<file path="config.mk">
export PLATFORM = sky130hd
export DESIGN_NAME = irqfe_top
export DESIGN_NICKNAME = d
export VERILOG_FILES = /design/src/core/irqfe_pkg.sv /design/src/core/irqfe_line_if.sv /design/src/core/irqfe_sync.sv /design/src/core/irqfe_top.sv
export SDC_FILE = /design/constraint.sdc
export NUM_CORES = 1
export LEC_CHECK = 0
export ABC_AREA = 1
export BUFFER_PORTS_ARGS = -buffer_cell sky130_fd_sc_hd__buf_2
export CORE_MARGIN = 4
export CORE_UTILIZATION = 44
export DETAILED_ROUTE_END_ITERATION = 8
export GPL_TIMING_DRIVEN = 1
export PLACE_DENSITY = 0.8
export RECOVER_POWER = 50
export SYNTH_ARGS = -nofsm -noshare
export SYNTH_HDL_FRONTEND = slang
export SYNTH_HIERARCHICAL = 1
export SYNTH_SLANG_ARGS = --single-unit
</file>
<file path="constraint.sdc">
create_clock -name pclk -period 0.85 [get_ports pclk]
set_input_delay 0.0425 -clock pclk [delete_from_list [all_inputs] [get_ports pclk]]
set_output_delay 0.0425 -clock pclk [all_outputs]
set_load 0.02 [all_outputs]
</file>
<file path="src/core/irqfe_pkg.sv">
// constants shared by the interrupt request front end
// assumes a single pclk domain and an APB register port
`default_nettype none

package irqfe_pkg;

  // ----------------------------------------------------------------
  // register map (byte addresses)
  // ----------------------------------------------------------------
  localparam int unsigned ADDR_W = 8;
  localparam logic [7:0] OFF_CTRL = 8'h00;
  localparam logic [7:0] OFF_MASK = 8'h04;
  localparam logic [7:0] OFF_STATUS = 8'h08;
  localparam logic [7:0] OFF_STATE = 8'h0C;

  // ----------------------------------------------------------------
  // control fields
  // ----------------------------------------------------------------
  localparam int unsigned CTL_W = 7;
  localparam int unsigned CTL_EDGE_LSB = 0;
  localparam int unsigned CTL_ACK0 = 4;
  localparam int unsigned CTL_ACK1 = 5;
  localparam int unsigned CTL_SLAVE = 6;
  localparam logic [6:0] CTRL_RST = 7'h00;

  // ----------------------------------------------------------------
  // event / mask / state fields
  // ----------------------------------------------------------------
  localparam int unsigned EV_W = 5;
  localparam int unsigned EV_NMI = 0;
  localparam int unsigned EV_REQ_LSB = 1;
  localparam logic [4:0] MASK_RST = 5'h00;
  localparam int unsigned ST_PEND_LSB = 0;
  localparam int unsigned ST_LVL_LSB = 4;
  localparam int unsigned ST_NMI_BIT = 8;

  // ----------------------------------------------------------------
  // service and timing
  // ----------------------------------------------------------------
  localparam logic [7:0] NMI_TYPE = 8'h02;
  localparam int unsigned SYNC_STAGES = 2;

  typedef enum logic [1:0] {
    IRQFE_IDLE = 2'b00,
    IRQFE_HELD = 2'b01,
    IRQFE_TAKE = 2'b11
  } irqfe_nmi_st_t;

endpackage

`default_nettype wire

</file>
<file path="src/core/irqfe_line_if.sv">
// one synchronised request line: level and rising-edge pulse
// assumes both ends sit in the pclk domain
`default_nettype none

interface irqfe_line_if;
  logic level;
  logic rise;
  modport src (output level, output rise);
  modport dst (input level, input rise);
endinterface

`default_nettype wire

</file>
<file path="src/core/irqfe_sync.sv">
// synchroniser with rising-edge detection for one request pin
// assumes pclk and asynchronous active-low presetn
`default_nettype none

module irqfe_sync #(
  parameter int unsigned STAGES = irqfe_pkg::SYNC_STAGES
) (
  input wire logic pclk,       // system clock
  input wire logic presetn,    // async reset, active low
  input wire logic din,        // raw pin level
  irqfe_line_if.src line       // synchronised level and edge
);

  logic [STAGES-1:0] sync_r;
  logic past_r;

  // the first stage feeds only the next stage
  always_ff @(posedge pclk or negedge presetn) begin
    if (!presetn) begin
      sync_r <= '0;
      past_r <= 1'b0;
    end else begin
      sync_r <= {sync_r[STAGES-2:0], din};
      past_r <= sync_r[STAGES-1];
    end
  end

  assign line.level = sync_r[STAGES-1];
  assign line.rise = sync_r[STAGES-1] & ~past_r;

endmodule

`default_nettype wire

</file>
<file path="src/core/irqfe_top.sv">
// interrupt request front end: nmi capture, four maskable request pins,
// edge/level trigger select, active-low acknowledge outputs, slave mode
// assumes one pclk domain, APB access, core gives instruction boundaries
//
// Our own choices: the address map and the APB interface to the registers.
`default_nettype none

module irqfe_top (
  input wire logic pclk,                // system clock
  input wire logic presetn,             // async reset, active low
  input wire logic psel,                // apb select
  input wire logic penable,             // apb enable
  input wire logic pwrite,              // apb direction
  input wire logic [7:0] paddr,         // apb byte address
  input wire logic [31:0] pwdata,       // apb write data
  output logic [31:0] prdata,           // apb read data
  output logic pready,                  // apb ready
  output logic pslverr,                 // apb error
  input wire logic nmi_in,              // non-maskable request pin
  input wire logic mask_req_zero,       // request pin 0
  input wire logic mask_req_one,        // request pin 1
  input wire logic mask_req_two_in,     // pin 2 input side
  output logic mask_req_two_out,        // pin 2 output (ack_out_zero)
  output logic mask_req_two_oe_n,       // pin 2 enable, low drives
  input wire logic mask_req_three_in,   // pin 3 input side
  output logic mask_req_three_out,      // pin 3 output (ack_out_one)
  output logic mask_req_three_oe_n,     // pin 3 enable, low drives
  input wire logic instr_boundary,      // core at instruction boundary
  input wire logic [3:0] ack_strobe,    // core acknowledges request n
  output logic nmi_service,             // pulse: nmi taken
  output logic [7:0] service_type,      // interrupt type of last nmi
  output logic [3:0] req_active,        // requests offered to the core
  output logic irq                      // status interrupt, level
);

  // ----------------------------------------------------------------
  // synchronisers
  // ----------------------------------------------------------------
  irqfe_line_if nmi_line ();
  irqfe_line_if req_line [4] ();
  logic [3:0] pin_raw;
  logic [3:0] lvl;
  logic [3:0] rise;

  assign pin_raw = {mask_req_three_in, mask_req_two_in, mask_req_one, mask_req_zero};

  irqfe_sync #(.STAGES(irqfe_pkg::SYNC_STAGES)) u_nmi_sync (
    .pclk(pclk),
    .presetn(presetn),
    .din(nmi_in),
    .line(nmi_line)
  );

  genvar gi;
  generate
    for (gi = 0; gi < 4; gi++) begin : g_req
      irqfe_sync #(.STAGES(irqfe_pkg::SYNC_STAGES)) u_sync (
        .pclk(pclk),
        .presetn(presetn),
        .din(pin_raw[gi]),
        .line(req_line[gi])
      );
      assign lvl[gi] = req_line[gi].level;
      assign rise[gi] = req_line[gi].rise;
    end
  endgenerate

  // ----------------------------------------------------------------
  // registers and decode
  // ----------------------------------------------------------------
  logic [irqfe_pkg::CTL_W-1:0] ctrl_r;
  logic [irqfe_pkg::EV_W-1:0] mask_r;
  logic [irqfe_pkg::EV_W-1:0] status_r;
  logic [irqfe_pkg::EV_W-1:0] status_nxt;
  logic [3:0] pend_r;
  logic [3:0] pend_nxt;
  logic nmi_latch_r;
  irqfe_pkg::irqfe_nmi_st_t nmi_st_r;
  irqfe_pkg::irqfe_nmi_st_t nmi_st_nxt;
  logic [7:0] type_r;
  logic two_out_r;
  logic two_oe_n_r;
  logic three_out_r;
  logic three_oe_n_r;
  logic [31:0] rdata_r;

  wire acc = psel & penable;
  wire hit_ctrl = paddr == irqfe_pkg::OFF_CTRL;
  wire hit_mask = paddr == irqfe_pkg::OFF_MASK;
  wire hit_status = paddr == irqfe_pkg::OFF_STATUS;
  wire hit_state = paddr == irqfe_pkg::OFF_STATE;
  wire mapped = hit_ctrl | hit_mask | hit_status | hit_state;
  wire wr_ctrl = acc & pwrite & hit_ctrl;
  wire wr_mask = acc & pwrite & hit_mask;
  wire rd_status = acc & ~pwrite & hit_status;

  wire [3:0] edge_mode = ctrl_r[irqfe_pkg::CTL_EDGE_LSB +: 4];
  wire slave = ctrl_r[irqfe_pkg::CTL_SLAVE];
  // acknowledge roles exist only outside slave mode
  wire ack0_mode = ctrl_r[irqfe_pkg::CTL_ACK0] & ~slave;
  wire ack1_mode = ctrl_r[irqfe_pkg::CTL_ACK1] & ~slave;

  // in slave mode pin 0 is the only request; pin 3 carries the request
  // out to the cascade master, pins 1 and 2 are not evaluated
  wire [3:0] pin_is_req = slave ? 4'h1 : {~ack1_mode, ~ack0_mode, 2'h3};

  // ----------------------------------------------------------------
  // maskable requests
  // ----------------------------------------------------------------
  // edge pending: set on synced rise, held until the core acks; set wins
  assign pend_nxt = (pend_r & ~ack_strobe) | (rise & edge_mode & pin_is_req);

  // level mode follows the synchronised pin, high is active
  wire [3:0] lvl_req = lvl & ~edge_mode & pin_is_req;
  wire [3:0] req_nxt = (pend_r & edge_mode & pin_is_req) | lvl_req;

  // ----------------------------------------------------------------
  // nmi sequencing
  // ----------------------------------------------------------------
  wire nmi_take = nmi_st_r == irqfe_pkg::IRQFE_HELD && instr_boundary;

  always_comb begin
    nmi_st_nxt = nmi_st_r;
    case (nmi_st_r)
      irqfe_pkg::IRQFE_IDLE: begin
        if (nmi_latch_r) begin
          nmi_st_nxt = irqfe_pkg::IRQFE_HELD;
        end
      end
      irqfe_pkg::IRQFE_HELD: begin
        if (instr_boundary) begin
          nmi_st_nxt = irqfe_pkg::IRQFE_TAKE;
        end
      end
      irqfe_pkg::IRQFE_TAKE: begin
        nmi_st_nxt = irqfe_pkg::IRQFE_IDLE;
      end
      default: begin
        nmi_st_nxt = irqfe_pkg::IRQFE_IDLE;
      end
    endcase
  end

  // ----------------------------------------------------------------
  // status events: a read clears only what it returned, a new event wins
  // ----------------------------------------------------------------
  wire [irqfe_pkg::EV_W-1:0] ev = {rise & pin_is_req, nmi_line.rise};
  // rdata_r holds the setup-cycle snapshot, so an event between setup and access survives
  wire [irqfe_pkg::EV_W-1:0] rd_clr = rd_status ? rdata_r[irqfe_pkg::EV_W-1:0] : '0;
  assign status_nxt = (status_r & ~rd_clr) | ev;

  wire [31:0] state_word = {23'h000000, nmi_latch_r, lvl, pend_r};

  wire [31:0] rd_mux =
    hit_ctrl ? {25'h0000000, ctrl_r} :
    hit_mask ? {27'h0000000, mask_r} :
    hit_status ? {27'h0000000, status_r} :
    hit_state ? state_word : 32'h00000000;

  // ----------------------------------------------------------------
  // flip-flops
  // ----------------------------------------------------------------
  always_ff @(posedge pclk or negedge presetn) begin
    if (!presetn) begin
      ctrl_r <= irqfe_pkg::CTRL_RST;
      mask_r <= irqfe_pkg::MASK_RST;
    end else begin
      if (wr_ctrl) begin
        ctrl_r <= pwdata[irqfe_pkg::CTL_W-1:0];
      end
      if (wr_mask) begin
        mask_r <= pwdata[irqfe_pkg::EV_W-1:0];
      end
    end
  end

  always_ff @(posedge pclk or negedge presetn) begin
    if (!presetn) begin
      status_r <= '0;
      pend_r <= '0;
      req_active <= '0;
      rdata_r <= '0;
    end else begin
      status_r <= status_nxt;
      pend_r <= pend_nxt;
      req_active <= req_nxt;
      rdata_r <= (psel & ~penable & ~pwrite) ? rd_mux : rdata_r;
    end
  end

  // nmi latch has no enable from software at all
  always_ff @(posedge pclk or negedge presetn) begin
    if (!presetn) begin
      nmi_latch_r <= 1'b0;
      nmi_st_r <= irqfe_pkg::IRQFE_IDLE;
      type_r <= '0;
    end else begin
      nmi_latch_r <= (nmi_latch_r & ~nmi_take) | nmi_line.rise;
      nmi_st_r <= nmi_st_nxt;
      type_r <= nmi_take ? irqfe_pkg::NMI_TYPE : type_r;
    end
  end

  // acknowledge outputs pulse low for the cycle after the core's ack
  always_ff @(posedge pclk or negedge presetn) begin
    if (!presetn) begin
      two_out_r <= 1'b1;
      two_oe_n_r <= 1'b1;
      three_out_r <= 1'b1;
      three_oe_n_r <= 1'b1;
    end else begin
      two_out_r <= ~(ack0_mode & ack_strobe[2]);
      two_oe_n_r <= ~ack0_mode;
      three_out_r <= slave ? lvl[0] | pend_r[0] : ~(ack1_mode & ack_strobe[3]);
      three_oe_n_r <= ~(ack1_mode | slave);
    end
  end

  // ----------------------------------------------------------------
  // outputs
  // ----------------------------------------------------------------
  assign prdata = rdata_r;
  assign pready = 1'b1;
  assign pslverr = acc & ~mapped;
  assign nmi_service = nmi_st_r == irqfe_pkg::IRQFE_TAKE;
  assign service_type = type_r;
  assign irq = |(status_r & mask_r);
  assign mask_req_two_out = two_out_r;
  assign mask_req_two_oe_n = two_oe_n_r;
  assign mask_req_three_out = three_out_r;
  assign mask_req_three_oe_n = three_oe_n_r;
endmodule

`default_nettype wire

</file>
==> flow_summary.toml, run 1 <==
[yosys]
synthCells = 295
avgSynthCellArea_sq_um = 9.06
synth-async-reset-ratio_pct = 100
synth_edf_count = 0
ys_ff_latch = 57
ys_types = 29
synthTopCellsByCount = "nand2_1, dfrtp_1, inv_1"
ys_warn_count = 6
synth_area_sq_um = 2670
synth_area_leaders = "dfrtp_1, nand2_1, buf_4"
ys.flop_type = "dfrtp_1"
yosysSeqAreaShare_pct = 53.6
netlist.area_leader.share_pct = 49.6
post-synth-top-area-cell = "dfrtp_1"
synth.most_common_cell = "nand2_1"

[routing]
via_per_inst = 4.81
totalWireLength_mm = 7.40
drc = 0
post_drt_wl_per_cell_um = 14.8
drt-initial-drc-count = 186
dr.pass1.iters = 4
vias = 2401
drtAntennaViolNets = 0

[timing]
relSlewSlack_pct = 55.9
setup_ws_ns = -0.528
hold_viol = 0
tightest_slew_ns = 0.662
rsz0062_at_grt = "true"
fmax_mhz = 726
setup_viol = 46
skew_ns = 0.00958
hold_ws_ns = 0.0377
min_period_ns = 1.38
finalCritPeriodShare_pct = 162
final_max_slew_viol_count = 0

[worst_setup_path]
cp.arrival_ns = 1.34
end_kind = "output port"
required_ns = 0.81
startpoint_type = "flip-flop"
path_class = "flip-flop to output port"
crit_fanout = 3

[place]
routabilityCongestion = 0.953
hpwl_mm = 4.46
place_area_sq_um = 3140
io_buffers = 50

[floorplan]
dieArea_sq_um = 7380
core_sq_um = 5920
pin_count = 107
initial_core_util_pct = 45.1
die_height_um = 85.9
die_w_um = 85.9
fp-row-count = 28

[pwr]
p_leak_nw = 2.04
power_density_nw_per_um2 = 1690
p_total_mw = 6.99
ir_worst_vdd_mv = 1.66

[clock_tree]
htreeDepth = 3
cts_buffers = 9
cts_root_buf = "clkbuf_8"
clkTransAtPathRegs_ns = 0.06
clock_latency_ns = 0.34
cts.sinks = 57
cts_tree = "done"
cts_buffer_depth = 2

[status]
violations = "setup timing"
status = "finished with violations"

[finish]
antenna_cells = 0
area_growth_pct = 55.1
nets = 474
stdcell_area_sq_um = 4150
drive_gt1_share_pct = 46.2

[flow_run]
drv_cap = 0

[global_route]
grt_pass1_wl_mm = 11.0
busiest_layer = "met2"
grt.overflow.total = 0
antenna_found_initial = 0
grt_max_degree = 30
grt_usage_pct = 19.4
grtUsageMet1_pct = 23.8
use_met2_pct = 31.8
grt_pass1_vias = 2325
use_met3_pct = 4.71

[worst_hold_path]
hold_path_class = "primary input to flip-flop"
-- routing by layer --
metal | routed length, um | vias to the layer above | share of wire [%]
met1 | 2730 | 1138 | 37
met3 | 544 | 25 | 7.4
met5 | 0 | - | 0
li1 | - | 1122 | -
met4 | 238 | 0 | 3.2
met2 | 3890 | 116 | 53
-- flip-flops by register name, indices dropped and copies added (netlist names), 2 cells and up --
register and flops:
ctrl_r 7, u_nmi_sync/sync_r 2, req_active 4, g_req.u_sync/sync_r 8, mask_r 5, g_req.u_sync/past_r 4
pend_r 4, prdata 9, status_r 5, nmi_st_r 2
-- cell type report --
cell class / count / area, sq um
clock buffer: 12 / 155
clock inverter: 4 / 76.3
fill: 418 / 1780
inverter: 46 / 183
multi-input combinational: 188 / 1140
sequential: 57 / 1440
tap: 75 / 93.8
timing repair buffer: 117 / 1060
-- critical path, cell delays in order (launching register included) --
cell	delay, ns
dfrtp_1	0.42
nand2_1	0.08
nand2_1	0.06
a221oi_2	0.17
nand2_1	0.12
buf_6	0.15
-- layout by cell type (no fill, tap or decap), types with 2 or more instances in the layout --
| cell | n |
|---|---|
| nand2_1 | 56 |
| dfrtp_1 | 50 |
| buf_6 | 42 |
| inv_1 | 31 |
| conb_1 | 31 |
| buf_4 | 29 |
| buf_2 | 24 |
| dlygate4sd3_1 | 17 |
| nand3_1 | 13 |
| inv_2 | 12 |
| clkbuf_8 | 11 |
| nand2_2 | 10 |
| o21ai_2 | 10 |
| a21oi_1 | 9 |
| nor2_4 | 8 |
| o21ai_1 | 7 |
| nor2_1 | 6 |
| o2111ai_2 | 5 |
| a21oi_2 | 4 |
| nand3_2 | 4 |
| nor3_2 | 4 |
| nor2_2 | 4 |
| dfstp_2 | 4 |
| buf_12 | 4 |
| nand2_4 | 3 |
| dfrtp_2 | 3 |
| inv_4 | 2 |
| clkinv_4 | 2 |
| o22ai_2 | 2 |
| o22ai_1 | 2 |
| nand3_4 | 2 |
| o21ai_0 | 2 |
| clkbuf_1 | 2 |
| bufinv_16 | 2 |
-- timing repair --
action                                  in CTS  in global routing
endpoints found under the setup margin      40                 52
hold buffers                                17                  0
hold endpoints to repair                    71                  0
gates cloned                                 0                  1
gates resized for setup                     63                 67
pin swaps                                   10                 26
setup buffers                               17                 10
-- stage by stage --
stage               utilization (%)  setup slack [ns]  instances  TNS, ns
floorplan                         -           -0.0557        324   -0.271
global placement               53.0            -0.217        439    -4.98
detailed placement             53.0            -0.244        439    -5.71
CTS                            65.5            -0.504        489    -3.32
global route                   70.0            -0.562        499    -9.37
finish                         70.0            -0.528        499    -4.06
-- cells by family (layout without fill, tap and decap cells) --
group	count (synthesis)	in the layout	synth area share [%]
flip-flops	57	57	53.6
AND/OR/NAND/NOR	111	112	19.5
buffers and inverters	80	179	16.2
AO/OA/AOI/OAI	45	45	10.5
other	2	31	0.281
-- report_power, final --
| group | internal (mW) | total (mW) | leakage, nW | switching (mW) |
|---|---|---|---|---|
| sequential | 2.84 | 2.95 | 0.694 | 0.106 |
| combinational | 0.528 | 1.13 | 1.23 | 0.599 |
| clock | 1.82 | 2.92 | 0.113 | 1.10 |
-- worst paths after layout --
path / from / slack (ns) / to / cells after the start
setup / recovery: status_r[0] / -0.53 / irq / 5
hold / removal: pwdata[3] / 0.04 / ctrl_r[3] / 3
setup reg to reg: mask_r[1] / -0.29 / prdata[1] / 6
hold reg to reg: g_req[2].u_sync/sync_r[0] / 0.35 / g_req[2].u_sync/sync_r[1] / 0
max in group asynchronous: presetn / -0.04 / mask_req_three_out / 3
min in group asynchronous: presetn / 0.24 / g_req[3].u_sync/sync_r[0] / 2
(Power assumes the default switching activity.)
==> inputs of run 2 (changes only) <==
--- a/config.mk
+++ b/config.mk
@@ -5,13 +5,12 @@
 export SDC_FILE = /design/constraint.sdc
 export NUM_CORES = 1
 export LEC_CHECK = 0
-export ABC_AREA = 1
 export BUFFER_PORTS_ARGS = -buffer_cell sky130_fd_sc_hd__buf_2
 export CORE_MARGIN = 4
-export CORE_UTILIZATION = 44
+export CORE_UTILIZATION = 43
 export DETAILED_ROUTE_END_ITERATION = 8
 export GPL_TIMING_DRIVEN = 1
-export PLACE_DENSITY = 0.8
+export PLACE_DENSITY = 0.79
 export RECOVER_POWER = 50
 export SYNTH_ARGS = -nofsm -noshare
 export SYNTH_HDL_FRONTEND = slang
==> run 2 against run 1 <==
The flow still finishes with violations (setup timing). Final cell count decreased by 17%. First-iteration DRC count decreased by 31%. Combinational power about the same. Worst setup slack got worse by 0.20 ns. Final area decreased by 0.66%. Via count decreased by 17%. Register-to-register slack got worse by 0.15 ns. Maximum frequency decreased by 13%. Synthesized cell count decreased by 31%. Die area decreased by 1.4%. Sequential power about the same. Utilization increased by 3.0 points. Critical path type unchanged. Critical endpoint unchanged. Largest cell class unchanged.
==> flow_summary.toml, run 2 <==
[worst_setup_path]
cp.arrival_ns = 1.53
end_kind = "output port"
path_class = "flip-flop to output port"
startpoint_type = "flip-flop"
crit_fanout = 2
required_ns = 0.81
r2r_slack_ns = -0.44

[global_route]
antenna_found_initial = 0
grt_pass1_vias = 2060
grt_pass1_wl_mm = 10.4
grt_usage_pct = 18.8
grt.overflow.total = 0
grt_max_degree = 58

[clock_tree]
clkTransAtPathRegs_ns = 0.06
htreeDepth = 3
cts.sinks = 57
cts_tree = "done"
cts_root_buf = "clkbuf_8"
clock_latency_ns = 0.35
cts_buffers = 9
cts_buffer_depth = 2

[yosys]
yosys.area_share.xor_xnor_pct = 0
synthCells = 203
synthTopCellsByCount = "dfrtp_1, buf_4, mux2_2"
synth_area_leaders = "dfrtp_1, buf_4, mux2_2"
ys_ff_latch = 57
avgSynthCellArea_sq_um = 12.7
netlist.area_leader.share_pct = 51.6
synth_edf_count = 0
synth-async-reset-ratio_pct = 100
synth_top_family_by_area = "simple AND/OR/NAND/NOR gates"
synthMuxAreaShare_pct = 11.2
yosysSeqAreaShare_pct = 55.7
ys_warn_count = 6
ys.flop_type = "dfrtp_1"
synth-simple-area-share_pct = 14.2
ys_types = 36
synth_compound_area_share_pct = 7.40
synthAdderAreaFrac_pct = 0
post-synth-top-area-cell = "dfrtp_1"
synth.most_common_cell = "dfrtp_1"
synth_area_sq_um = 2570

[place]
place_ws_ns = -0.793
hpwl_mm = 4.31
io_buffers = 50
routabilityCongestion = 0.831

[floorplan]
die_w_um = 85.3
core_sq_um = 5640
pin_count = 107
dieArea_sq_um = 7280
initial_core_util_pct = 45.6
fp-row-count = 27
die_height_um = 85.3

[timing]
final_max_slew_viol_count = 0
tightest_slew_ns = 0.504
setup_viol = 64
fmax_mhz = 634
fin_tns_setup_ns = -14.81
setup_ws_ns = -0.727
min_period_ns = 1.58
rsz0062_at_grt = "true"
hold_ws_ns = 0.0380
relSlewSlack_pct = 66.4
hold_viol = 0
finalCritPeriodShare_pct = 186
skew_ns = 0.00896

[routing]
drc = 0
dr.pass1.iters = 4
post_drt_wl_per_cell_um = 16.3
vias = 1995
via_per_inst = 4.84
totalWireLength_mm = 6.70
drtAntennaViolNets = 0
drt-initial-drc-count = 129

[finish]
area_growth_pct = 60.2
layout_common_cells = "dfrtp_1, buf_6, conb_1"
seqCellArea_sq_um = 1430
nets = 390
postLayoutCoreUtil_pct = 73.0
multiInputGateArea_sq_um = 1180
n_fill_cell = 363
antenna_cells = 0
largest_reg_flops = 9
drive_gt1_share_pct = 56.2

[status]
status = "finished with violations"
violations = "setup timing"

[pwr]
power_density_nw_per_um2 = 1580
ir_worst_vdd_mv = 1.35
p_leak_nw = 1.95

[flow_run]
drv_cap = 0

[worst_hold_path]
hold_path_class = "primary input to flip-flop"
run 2: cell count changes in the layout (fill, tap and decap cells not counted), moves of 5 or more:
cell	previous run	this run
nand2_1	56	9
inv_1	31	6
mux2_4	0	12
nand3_1	13	1
inv_2	12	1
buf_6	42	52
o21ai_2	10	0
a21oi_1	9	0
nand2_2	10	1
a22o_1	0	8
nor2b_4	0	6
mux4_2	0	5
o2111ai_2	5	0
run 2: per-layer routing:
| metal | global-route usage, % | share of wire, % | vias up |
|---|---|---|---|
| met2 | 29.4 | 50 | 85 |
| met5 | 0 | 0 | - |
| met3 | 6.21 | 7.0 | 12 |
| li1 | - | - | 911 |
| met4 | 6.62 | 2.4 | 0 |
| met1 | 24.3 | 40 | 987 |
run 2: repair_timing:
| action | 4_1_cts | 5_1_grt |
|---|---|---|
| cloned | 0 | 0 |
| gates resized for setup | 94 | 28 |
| pin swaps | 18 | 13 |
| setup buffers | 12 | 15 |
| hold buffers | 17 | 0 |
| endpoints found under the setup margin | 60 | 62 |
| hold endpoints to repair | 79 | 0 |
run 2: kinds of logic (layout without fill, tap and decap cells):
group	count (synthesis)	after routing
AOI/OAI and AO/OA	24	24
buffers and inverters	45	153
DFF	57	57
muxes	21	21
other	2	31
and+or+nand+nor	54	54
run 2: path summary, 6_finish.rpt:
check                      cells past startpoint                        end                      start
setup / recovery                               4                        irq                  mask_r[0]
hold / removal                                 4                nmi_st_r[1]             instr_boundary
setup reg to reg                               3                status_r[3]                  prdata[3]
hold reg to reg                                0  g_req[3].u_sync/sync_r[1]  g_req[3].u_sync/sync_r[0]
max in group asynchronous                      3           mask_req_two_out                    presetn
min in group asynchronous                      3       u_nmi_sync/sync_r[1]                    presetn
run 2: metrics by stage:
stage	total power, mW	area [sq um]	std cells
global route	6.73	4120	412
detailed placement	3.73	3180	361
finish	6.49	4120	412
global placement	3.70	3180	361
floorplan	3.46	2720	232
CTS	6.40	3960	404
run 2: worst max-delay path: stages (launching register included):
cell,delay (ns)
dfrtp_1,0.37
buf_4,0.14
a222oi_1,0.33
nand2_1,0.16
buf_2,0.19
run 2: power by group:
group | switching [mW] | total [mW] | internal [mW]
Sequential | 0.0895 | 2.92 | 2.84
Combinational | 0.538 | 1.15 | 0.612
Clock | 1.05 | 2.42 | 1.37
run 2: cell type report:
type | count | area share [%]
Tap cell | 72 | 2.19
Timing Repair Buffer | 130 | 28.9
Sequential cell | 57 | 34.8
Clock inverter | 2 | 0.243
Clock buffer | 14 | 4.44
Multi-Input combinational cell | 130 | 28.8
Inverter | 7 | 0.638
